===== src/verilog/alt_dram_defines.vh =====
// timing and field constants for the alternate master dram sequencer
`ifndef ALT_DRAM_DEFINES_VH
`define ALT_DRAM_DEFINES_VH
`define ADDR_W 28
`define ROW_LSB 9
`define SIZE_LONG 2'h0
`define SIZE_BYTE 2'h1
`define SIZE_WORD 2'h2
`define SIZE_LINE 2'h3
`define PORT_32 2'h0
`define PORT_8 2'h1
`define PORT_16 2'h2
`define PAGE_NORMAL 2'h0
`define PAGE_BURST 2'h1
`define PAGE_FAST 2'h2
`define TIMING_W 4
`define BEAT_CNT_W 4
`define COL_STEP_32 28'h0000004
`define COL_STEP_16 28'h0000002
`define COL_STEP_8 28'h0000001
`endif


===== src/verilog/half_cycle_strobes.v =====
// falling-edge retiming stage for row and column strobes
`timescale 1ns/1ps
module half_cycle_strobes (
   input wire clk,
   input wire reset,
   input wire row_req,
   input wire [3:0] col_req,
   output reg row_strobe_n,
   output reg [3:0] col_strobe_n
);
   // strobes change half a clock after the rising-edge decision
   always @(negedge clk or posedge reset) begin
      if (reset) begin
         row_strobe_n <= 1'b1;
         col_strobe_n <= 4'hF;
      end else begin
         row_strobe_n <= ~row_req;
         col_strobe_n <= ~col_req;
      end
   end
endmodule // half_cycle_strobes


===== src/verilog/phase_counter.v =====
// down counter used to stretch strobe and precharge phases
`timescale 1ns/1ps
`include "alt_dram_defines.vh"
module phase_counter (
   input wire clk,
   input wire reset,
   input wire load,
   input wire [`TIMING_W-1:0] load_value,
   output wire done
);
   reg [`TIMING_W-1:0] count; // remaining extra cycles
   // done looks at the count only, so a load decided from done forms no loop
   assign done = (count == {`TIMING_W{1'b0}});
   // reload on request, then count down to zero
   always @(posedge clk or posedge reset) begin
      if (reset) begin
         count <= {`TIMING_W{1'b0}};
      end else if (load) begin
         count <= load_value;
      end else if (count != {`TIMING_W{1'b0}}) begin
         count <= count - {{(`TIMING_W-1){1'b0}}, 1'b1};
      end
   end
endmodule // phase_counter


===== src/verilog/alt_master_dram_sequencer.v =====
// sequencer serving dram transfers started by an alternate bus master
//
// Summary of operation
// - register address and attributes on start strobe
// - drive row address and write strobe
// - assert row strobe on next falling edge
// - column address; drive acknowledge negated
// - column strobes per active byte lanes
// - acknowledge one rising edge before beat end
// - nonburst end: negate strobes, float address
// - float acknowledge one clock after negation
// - burst when operand wider than port
// - normal burst: precharge, row, incremented column
// - normal burst five then four clocks
// - page burst keeps row strobe asserted
// - page burst five then two clocks
// - fast page bank acts as page burst
// - page-mode nonburst uses normal sequence
// - timing register lengthens strobe and precharge
// - address drive disable floats address bus
// - never drive the data bus
// - wait for refresh and row precharge
`timescale 1ns/1ps
`include "alt_dram_defines.vh"
module alt_master_dram_sequencer (
   input wire clk,
   input wire reset,
   // alternate master bus side
   input wire transfer_start_strobe_n,
   input wire [`ADDR_W-1:0] addr_in,
   input wire read_not_write,
   input wire [1:0] operand_width_code,
   output reg [`ADDR_W-1:0] addr_out,
   output reg addr_oe_n,
   output reg transfer_acknowledge_n,
   output reg transfer_acknowledge_oe_n,
   output wire data_oe_n,
   // dram side
   output wire row_strobe_n,
   output wire [3:0] col_strobe_n,
   output reg dram_write_strobe,
   // bank decode and configuration from the rest of the controller
   input wire bank_hit,
   input wire [1:0] bank_port_size,
   input wire [1:0] bank_page_mode,
   input wire [`TIMING_W-1:0] row_to_col_extra,
   input wire [`TIMING_W-1:0] col_strobe_extra,
   input wire [`TIMING_W-1:0] row_precharge_extra,
   input wire [`TIMING_W-1:0] col_precharge_extra,
   input wire address_mux_drive_enable,
   input wire refresh_busy,
   output wire busy
);
   // =========================================================
   // states
   // =========================================================
   localparam [7:0] ST_IDLE = 8'h01; // waiting for start strobe
   localparam [7:0] ST_WAIT = 8'h02; // refresh or precharge hold-off
   localparam [7:0] ST_ROW = 8'h04; // row address out, row strobe next
   localparam [7:0] ST_COL = 8'h08; // column address out
   localparam [7:0] ST_CAS = 8'h10; // column strobe asserted
   localparam [7:0] ST_ACK = 8'h20; // acknowledge asserted
   localparam [7:0] ST_PRE = 8'h40; // between beats precharge
   localparam [7:0] ST_TAIL = 8'h80; // acknowledge still driven high

   // =========================================================
   // helper functions
   // =========================================================
   // number of beats after the first needed for operand on this port
   function [`BEAT_CNT_W-1:0] beats_for;
      input [1:0] width;
      input [1:0] port;
      reg [`BEAT_CNT_W-1:0] bytes;
      reg [`BEAT_CNT_W-1:0] lanes;
      begin
         bytes = 4'h4;
         lanes = 4'h4;
         case (width)
            `SIZE_BYTE: bytes = 4'h1;
            `SIZE_WORD: bytes = 4'h2;
            `SIZE_LINE: bytes = 4'hF; // sixteen bytes, held as count-1 below
            default: bytes = 4'h4;
         endcase
         case (port)
            `PORT_8: lanes = 4'h1;
            `PORT_16: lanes = 4'h2;
            default: lanes = 4'h4;
         endcase
         if (width == `SIZE_LINE) begin
            beats_for = (port == `PORT_8) ? 4'hF : ((port == `PORT_16) ? 4'h7 : 4'h3);
         end else if (bytes <= lanes) begin
            beats_for = 4'h0;
         end else begin
            beats_for = (bytes / lanes) - 4'h1;
         end
      end
   endfunction

   // column strobes for the port width
   function [3:0] lanes_for;
      input [1:0] port;
      begin
         if (port == `PORT_8) begin
            lanes_for = 4'h1;
         end else if (port == `PORT_16) begin
            lanes_for = 4'h3;
         end else begin
            lanes_for = 4'hF;
         end
      end
   endfunction

   // column address advanced by one port width
   function [`ADDR_W-1:0] step_col;
      input [`ADDR_W-1:0] addr;
      input [1:0] port;
      begin
         if (port == `PORT_8) begin
            step_col = addr + `COL_STEP_8;
         end else if (port == `PORT_16) begin
            step_col = addr + `COL_STEP_16;
         end else begin
            step_col = addr + `COL_STEP_32;
         end
      end
   endfunction

   // =========================================================
   // state and latched request
   // =========================================================
   reg [7:0] state; // current state
   reg [7:0] next_state; // next state
   reg [`ADDR_W-1:0] addr_latch; // registered start address
   reg [`ADDR_W-1:0] col_addr; // incrementing column address
   reg read_latch; // registered direction
   reg [1:0] port_latch; // port size of hit bank
   reg page_burst; // bank behaves as burst page mode
   reg [`BEAT_CNT_W-1:0] beats_left; // beats after the current one
   reg row_open; // row strobe held between beats
   reg start_hit; // start strobe seen to a dram bank
   reg load_timer; // reload phase counter
   reg [`TIMING_W-1:0] timer_value; // extra cycles for next phase
   wire timer_done; // phase extension elapsed
   wire [3:0] lanes; // active column strobes
   reg row_req; // rising-edge row strobe request
   reg col_req; // rising-edge column strobe request
   wire [`ADDR_W-1:0] col_step_addr; // column of the next beat
   wire [`ADDR_W-1:0] col_now; // column to put on the bus next

   assign col_step_addr = step_col(col_addr, port_latch);
   // a page beat straight out of the acknowledge uses the stepped column
   assign col_now = (state == ST_ACK) ? col_step_addr : col_addr;
   assign lanes = lanes_for(port_latch);
   assign busy = (state != ST_IDLE);
   assign data_oe_n = 1'b1;

   // =========================================================
   // phase stretching and strobe retiming
   // =========================================================
   phase_counter u_phase (
      .clk(clk),
      .reset(reset),
      .load(load_timer),
      .load_value(timer_value),
      .done(timer_done)
   );

   half_cycle_strobes u_strobes (
      .clk(clk),
      .reset(reset),
      .row_req(row_req),
      .col_req(col_req ? lanes : 4'h0),
      .row_strobe_n(row_strobe_n),
      .col_strobe_n(col_strobe_n)
   );

   // =========================================================
   // next state
   // =========================================================
   always @* begin
      next_state = state;
      load_timer = 1'b0;
      timer_value = {`TIMING_W{1'b0}};
      start_hit = !transfer_start_strobe_n && bank_hit;
      case (state)
         ST_IDLE, ST_TAIL: begin
            if (start_hit) begin
               next_state = ST_WAIT;
            end else begin
               next_state = ST_IDLE;
            end
         end
         ST_WAIT: begin
            // refresh finished and row precharge met
            if (!refresh_busy && timer_done) begin
               next_state = ST_ROW;
               load_timer = 1'b1;
               timer_value = row_to_col_extra;
            end
         end
         ST_ROW: begin
            if (timer_done) begin
               next_state = ST_COL;
            end
         end
         ST_COL: begin
            // stretch the column strobe only when extra cycles are asked for
            if (col_strobe_extra == {`TIMING_W{1'b0}}) begin
               next_state = ST_ACK;
            end else begin
               next_state = ST_CAS;
               load_timer = 1'b1;
               timer_value = col_strobe_extra - {{(`TIMING_W-1){1'b0}}, 1'b1};
            end
         end
         ST_CAS: begin
            if (timer_done) begin
               next_state = ST_ACK;
            end
         end
         ST_ACK: begin
            if (beats_left == {`BEAT_CNT_W{1'b0}}) begin
               next_state = ST_TAIL;
               load_timer = 1'b1;
               timer_value = row_precharge_extra;
            end else if (page_burst && col_precharge_extra == {`TIMING_W{1'b0}}) begin
               next_state = ST_COL;
            end else if (page_burst) begin
               next_state = ST_PRE;
               load_timer = 1'b1;
               timer_value = col_precharge_extra - {{(`TIMING_W-1){1'b0}}, 1'b1};
            end else begin
               next_state = ST_PRE;
               load_timer = 1'b1;
               timer_value = row_precharge_extra;
            end
         end
         ST_PRE: begin
            if (timer_done) begin
               if (page_burst) begin
                  next_state = ST_COL;
               end else begin
                  next_state = ST_ROW;
                  load_timer = 1'b1;
                  timer_value = row_to_col_extra;
               end
            end
         end
         default: begin
            next_state = ST_IDLE;
         end
      endcase
   end

   // =========================================================
   // sequencing registers
   // =========================================================
   always @(posedge clk or posedge reset) begin
      if (reset) begin
         state <= ST_IDLE;
         addr_latch <= {`ADDR_W{1'b0}};
         col_addr <= {`ADDR_W{1'b0}};
         read_latch <= 1'b1;
         port_latch <= `PORT_32;
         page_burst <= 1'b0;
         beats_left <= {`BEAT_CNT_W{1'b0}};
         row_open <= 1'b0;
      end else begin
         state <= next_state;
         if ((state == ST_IDLE || state == ST_TAIL) && start_hit) begin
            addr_latch <= addr_in;
            col_addr <= addr_in;
            read_latch <= read_not_write;
            port_latch <= bank_port_size;
            // fast page banks run as burst page here
            page_burst <= (bank_page_mode != `PAGE_NORMAL);
            beats_left <= beats_for(operand_width_code, bank_port_size);
            row_open <= 1'b0;
         end
         if (state == ST_ACK && beats_left != {`BEAT_CNT_W{1'b0}}) begin
            beats_left <= beats_left - {{(`BEAT_CNT_W-1){1'b0}}, 1'b1};
            // step column by one port width
            col_addr <= col_step_addr;
         end
         // nonburst in page mode closes the row like normal mode
         row_open <= (next_state == ST_PRE) && page_burst;
      end
   end

   // =========================================================
   // strobe requests, retimed to falling edge
   // =========================================================
   always @* begin
      row_req = 1'b0;
      col_req = 1'b0;
      if (state == ST_ROW || state == ST_COL || state == ST_CAS || state == ST_ACK) begin
         row_req = 1'b1;
      end
      if (state == ST_PRE && row_open) begin
         row_req = 1'b1;
      end
      if (state == ST_COL || state == ST_CAS) begin
         col_req = 1'b1;
      end
      // column strobe held through the beat unless a page beat follows
      if (state == ST_ACK && !(page_burst && beats_left != {`BEAT_CNT_W{1'b0}})) begin
         col_req = 1'b1;
      end
   end

   // =========================================================
   // address, write strobe and acknowledge outputs
   // =========================================================
   always @(posedge clk or posedge reset) begin
      if (reset) begin
         addr_out <= {`ADDR_W{1'b0}};
         addr_oe_n <= 1'b1;
         dram_write_strobe <= 1'b1;
         transfer_acknowledge_n <= 1'b1;
         transfer_acknowledge_oe_n <= 1'b1;
      end else begin
         case (next_state)
            ST_ROW: begin
               addr_out <= (state == ST_PRE) ? col_addr : addr_latch;
               addr_oe_n <= ~address_mux_drive_enable;
               dram_write_strobe <= read_latch;
            end
            ST_COL, ST_CAS: begin
               // column bits shifted onto the row field
               addr_out <= {col_now[`ROW_LSB-1:0], col_now[`ADDR_W-1:`ROW_LSB]};
               addr_oe_n <= ~address_mux_drive_enable;
            end
            ST_TAIL, ST_IDLE, ST_WAIT: begin
               addr_oe_n <= 1'b1;
            end
            default: begin
               addr_oe_n <= addr_oe_n;
            end
         endcase
         if (next_state == ST_ACK) begin
            transfer_acknowledge_n <= 1'b0;
         end else begin
            transfer_acknowledge_n <= 1'b1;
         end
         if (next_state == ST_COL || next_state == ST_CAS || next_state == ST_ACK ||
             next_state == ST_PRE || next_state == ST_ROW && state == ST_PRE) begin
            transfer_acknowledge_oe_n <= 1'b0;
         end else if (state == ST_ACK) begin
            transfer_acknowledge_oe_n <= 1'b0;
         end else begin
            transfer_acknowledge_oe_n <= 1'b1;
         end
         if (next_state == ST_IDLE || next_state == ST_TAIL) begin
            dram_write_strobe <= 1'b1;
         end
      end
   end
endmodule // alt_master_dram_sequencer


===== config.mk =====
export PLATFORM = sky130hd
export DESIGN_NAME = alt_master_dram_sequencer
export DESIGN_NICKNAME = d
export VERILOG_FILES = /design/src/verilog/half_cycle_strobes.v /design/src/verilog/phase_counter.v /design/src/verilog/alt_master_dram_sequencer.v
export VERILOG_INCLUDE_DIRS = /design/src /design/src/verilog
export SDC_FILE = /design/constraint.sdc
export NUM_CORES = 1
export LEC_CHECK = 0
export BUFFER_PORTS_ARGS = -buffer_cell sky130_fd_sc_hd__buf_4
export CAP_MARGIN = 10
export CORE_MARGIN = 2
export CORE_UTILIZATION = 50
export CTS_BUF_LIST = sky130_fd_sc_hd__clkbuf_4
export CTS_CLUSTER_DIAMETER = 30
export DETAILED_ROUTE_END_ITERATION = 10
export PLACE_DENSITY_LB_ADDON = 0.08
export SYNTH_ARGS = -nofsm -noshare
export SYNTH_HDL_FRONTEND = slang
export SYNTH_HIERARCHICAL = 1
export SYNTH_SLANG_ARGS = --single-unit

===== constraint.sdc =====
create_clock -name clk -period 5.9 [get_ports clk]
set_input_delay 1.18 -clock clk [delete_from_list [all_inputs] [get_ports clk]]
set_output_delay 1.18 -clock clk [all_outputs]
set_load 0.01 [all_outputs]

Word level (Yosys, flattened, before mapping)

Cells that the tools add are included.

Register bits after elaboration: 114
Memories kept: 0
Input bits: 57
Word-level logic and storage cells: 149
Output and inout bits: 39
Bits in latches: 0
Memory bits (writable): 0
Memory bits (read-only): 0

Order comparisons: 1
Div/mod/pow operators: 1
Equality and inequality tests: 24
$mul: 0
Muxes and demuxes: 57
Add/subtract/negate cells: 8
Bitwise gates (word level): 3
Reductions and logical operators: 39
Shift-type cells: 0

Operator list:

| kind                                                                   | number |
|---|---|
| 28-bit 2-to-1 mux                                                      | 6 |
| 4-bit 2-to-1 mux                                                       | 20 |
| 28-bit case mux with 2 select lines                                    | 1 |
| 8-bit case mux with 7 select lines                                     | 1 |
| 8-bit 2-to-1 mux                                                       | 5 |
| 28-bit by 1-bit adder with 28-bit output (second input constant)       | 1 |
| 28-bit by 2-bit adder with 28-bit output (second input constant)       | 1 |
| 28-bit by 3-bit adder with 28-bit output (second input constant)       | 1 |
| 4-bit by 1-bit subtractor with 4-bit output (second input constant)    | 5 |
| 8-bit by 1-bit equality test with 1-bit output (second input constant) | 2 |
| 8-bit by 2-bit equality test with 1-bit output (second input constant) | 2 |
| 8-bit by 3-bit equality test with 1-bit output (second input constant) | 2 |
| 8-bit by 4-bit equality test with 1-bit output (second input constant) | 2 |
| 8-bit by 5-bit equality test with 1-bit output (second input constant) | 2 |
| 8-bit by 6-bit equality test with 1-bit output (second input constant) | 2 |
| 8-bit by 7-bit equality test with 1-bit output (second input constant) | 2 |
| 8-bit equality test (second input constant)                            | 2 |
| 4-bit zero test                                                        | 4 |
| 4-bit case mux with 4 select lines                                     | 1 |
| 1-bit 2-to-1 mux                                                       | 15 |
| 4-bit case mux with 3 select lines                                     | 1 |
| 2-bit nonzero test                                                     | 6 |
| 1-bit logical AND                                                      | 10 |
| 1-bit logical OR                                                       | 10 |
| 18 further kinds                                                       | 29 |

Longest topological paths before layout

Word-level depth: 11
Mapped depth: 29
Depth with buffers taken out: 29

Cells and area by module

The synthesis kept the hierarchy.

By module, submodules not included:

| module                    | cells each | times used | area an instance (um^2) |
|---|---|---|---|
| alt_master_dram_sequencer | 826        | 1          | 7128.1 |
| phase_counter             | 23         | 1          | 236.5 |
| half_cycle_strobes        | 12         | 1          | 157.7 |

==> run_results.csv <==
group,metric,value,unit
run_status,status,"finished, final reports clean",
synthesis,yosysMostFrequentCell,"nand2_1",
worst_setup_path,startpoint,"bank_port_size[1]",
drt,met3_wirelength,1410,um
synthesis,syn_nets,945,
synthesis,ys_seq_area_share,38.1,%
drt,wl_per_cell,18.3,um
global_routing,grt_max_degree,68,
layout,drive_gt1_share,24.0,%
placed_design,place_congestion,0.887,
layout,area_delta_synth_final,18.7,%
worst_setup_path,path_class,"input port to flip-flop",
synthesis,synthArstFlopShare,100,%
clock_tree,cts_setup_buffers,0,
worst_setup_path,cp_slowest_cell,"or4b_4",
drt,wl_met2,9680,um
layout,multiInputGateArea,4390,um2
worst_setup_path,end_kind,"flip-flop",
synthesis,ys_top_cells_by_area,"dfrtp_1, nand2_1, mux2i_1, ha_1, dfstp_2",
synthesis,synthTopCellsByCount,"nand2_1, dfrtp_1, nor2_1",
power,power.density,335,nW/um2
synthesis,avgSynthCellArea,8.74,um2
worst_setup_path,r2r_end,"u_strobes/row_strobe_n",
worst_setup_path,arrival,5930,ps
clock_tree,numCtsBuffers,17,
worst_setup_path,rr_startpoint,"state[2]",
drt,drc,0,
global_routing,grt_antenna_before_repair,0,
min_path,hp-start,"read_latch",
drt,avgViaCountPerCell,5.96,
synthesis,yosys.area.top_type,"dfrtp_1",
worst_setup_path,critPathLaunchType,"input port",
synthesis,ys_seq_elements,114,
sta,rsz0062_at_grt,"false",
worst_setup_path,r2r_slack,870,ps
synthesis,synth_ff_type,"dfrtp_1",
power,power.total,2990,uW
global_routing,first_global_vias,6750,
worst_setup_path,required,6340,ps
min_path,worstHoldPathCells,2,
drt,m1WireLength,9870,um
power,power_leakage,0.00421,uW
clock_tree,cts_root_buf,"clkbuf_4",
floorplanning,pin_count,96,
floorplanning,core,14600,um2
clock_tree,cts_tree,"yes",
drt,top_layer,"met4",
clock_tree,cts_resized,0,
placed_design,dp_hpwl,15200,um
sta,maxSlewViolCount,0,
synthesis,syn_area,7520,um2
min_path,min_path_type,"flip-flop to flip-flop",
floorplanning,dieArea,16000,um2
synthesis,yosys_warnings,6,
clock_tree,cts_sinks,114,
synthesis,synth_top_area_share,34.3,%
sta,relSlewSlack,37.0,%
drt,drtAntennaViolNets,0,
layout,seqCellArea,2870,um2
clock_tree,htree_levels,4,
worst_setup_path,path_max_fanout,5,
worst_setup_path,crit_path_max_incr_delay,500,ps
floorplanning,die_w,127,um
floorplanning,die_y,127,um
sta,worstMarginPinSlew,943,ps
clock_tree,clk_pin_slew,100,ps
layout,final_nets,1042,
worst_setup_path,ff2ff_path_depth,6,
global_routing,grt_usage,27.3,%
sta,hold_slack,465,ps
min_path,hold-path-endpoint,"read_latch",
sta,min_period_over_period,93.0,%
sta,setup_viol,0,
clock_tree,insertion_delay,560,ps
drt,wl,21200,um
clock_tree,cts_hold_buffers,0,
layout,antenna-diode-count,0,
layout,fillers,1294,
sta,fin_crit,5490,ps
clock_tree,cts_max_path_buffers,2,
sta,fmax,182,MHz
flow_run,maxCapViolCount,0,
placed_design,port_buffers,94,
drt,firstDrtPassIters,5,
synthesis,yosysUniqueCellTypes,80,
drt,drt_first_iter_violations,607,
sta,hold_violations,0,
sta,skew,28.8,ps
floorplanning,rows,44,
power,ir_worst_vdd,183,uV
floorplanning,start_util,51.6,%
worst_setup_path,critPathMostFrequentCell,"ha_4",
global_routing,gr-total-overflow,0,
global_routing,grt_pass1_wl,34700,um
synthesis,synthCells,861,
synthesis,synth-edff-count,0,
drt,via_count,6883,
-- through the flow --
step | setup slack [ps] | cells | utilization [%] | TNS [ps] | cell area [um2]
after floorplan | -4.60 | 861 | - | -4.60 | 7600
after global placement | -21.8 | 1119 | 58.6 | -21.8 | 8550
after detailed placement | -156 | 1119 | 58.6 | -156 | 8550
after CTS | 433 | 1155 | 61.2 | 0 | 8930
after global routing | 155 | 1155 | 61.2 | 0 | 8930
final | 410 | 1155 | 61.2 | 0 | 8930
-- area by class of cell --
type                       instances  share of cell area (%)
timing repair buffer             124                    10.4
multi-input combinational        661                    49.2
clock buffer                      17                    1.43
inverter                          35                    1.50
tap                              184                    2.58
sequential                       114                    32.1
clock inverter                    20                    2.79
-- logic make-up after synthesis --
| kind of cell | after synthesis | synth area share [%] |
|---|---|---|
| flops | 114 | 38.1 |
| simple gates | 355 | 22.4 |
| fa+ha+maj | 27 | 4.49 |
| mux | 42 | 5.71 |
| other cells | 1 | 0.0499 |
| buf+inv | 86 | 4.94 |
| compound gates | 204 | 20.6 |
| xor+xnor | 32 | 3.73 |
-- sequential cells by signal, summed over array words and instances (netlist names), 2 cells and up --
register                count
addr_out                   28
beats_left                  4
col_addr                   28
u_phase/count               4
port_latch                  2
addr_latch                 28
u_strobes/col_strobe_n      4
state                       8
-- worst max-delay path by stage --
stage / end / slack, ps
3_3_place_gp: beats_left[2] / -20
4_1_cts: beats_left[2] / 430
2_1_floorplan: beats_left[2] / -5
6_report: beats_left[2] / 410
5_1_grt: beats_left[2] / 150
3_5_place_dp: beats_left[2] / -160
-- layout by cell type, fill, tap and decap left out, drive strengths merged, types with 3 or more instances in the layout --
master | netlist | final
a2111oi | 4 | 4
a211oi | 7 | 7
a21oi | 37 | 37
a22oi | 3 | 3
a31oi | 7 | 7
and2 | 8 | 8
and3 | 9 | 9
and4 | 4 | 4
buf | 23 | 124
bufinv | 0 | 5
clkbuf | 27 | 17
clkinv | 0 | 5
dfrtp | 103 | 103
dfstp | 11 | 11
ha | 27 | 27
inv | 36 | 45
mux2 | 7 | 7
mux2i | 35 | 35
nand2 | 172 | 172
nand3 | 17 | 17
nand3b | 3 | 3
nand4 | 13 | 13
nand4b | 4 | 4
nor2 | 75 | 75
nor2b | 7 | 7
nor3 | 19 | 19
nor3b | 7 | 7
nor4 | 4 | 4
o2111ai | 3 | 3
o211ai | 28 | 28
o21a | 27 | 27
o21ai | 36 | 36
o221a | 6 | 6
o22ai | 13 | 13
o311ai | 5 | 5
o31ai | 3 | 3
xnor2 | 13 | 13
xor2 | 19 | 19
-- metal layers --
metal  track usage [%]  vias to the layer above
met5                 0                        -
met4              6.59                        0
met3              5.61                       24
met2              42.9                      245
met1              38.9                     3368
li1                  -                     3246
-- worst max-delay path: cells and delay by family --
kind	cells	cell delay, ps
AOI/OAI and AO/OA	10	1350
adders and majority gates	6	1350
buffers and inverters	4	310
muxes	2	400
and+or+nand+nor	8	1330
-- report_power, final --
part | internal (uW) | total [uW] | leakage [uW] | switching (uW)
Clock | 389 | 733 | 0.000219 | 344
Sequential | 991 | 1210 | 0.00139 | 222
Combinational | 493 | 1040 | 0.00261 | 551
Note: power is estimated with default switching activity, not from simulation.
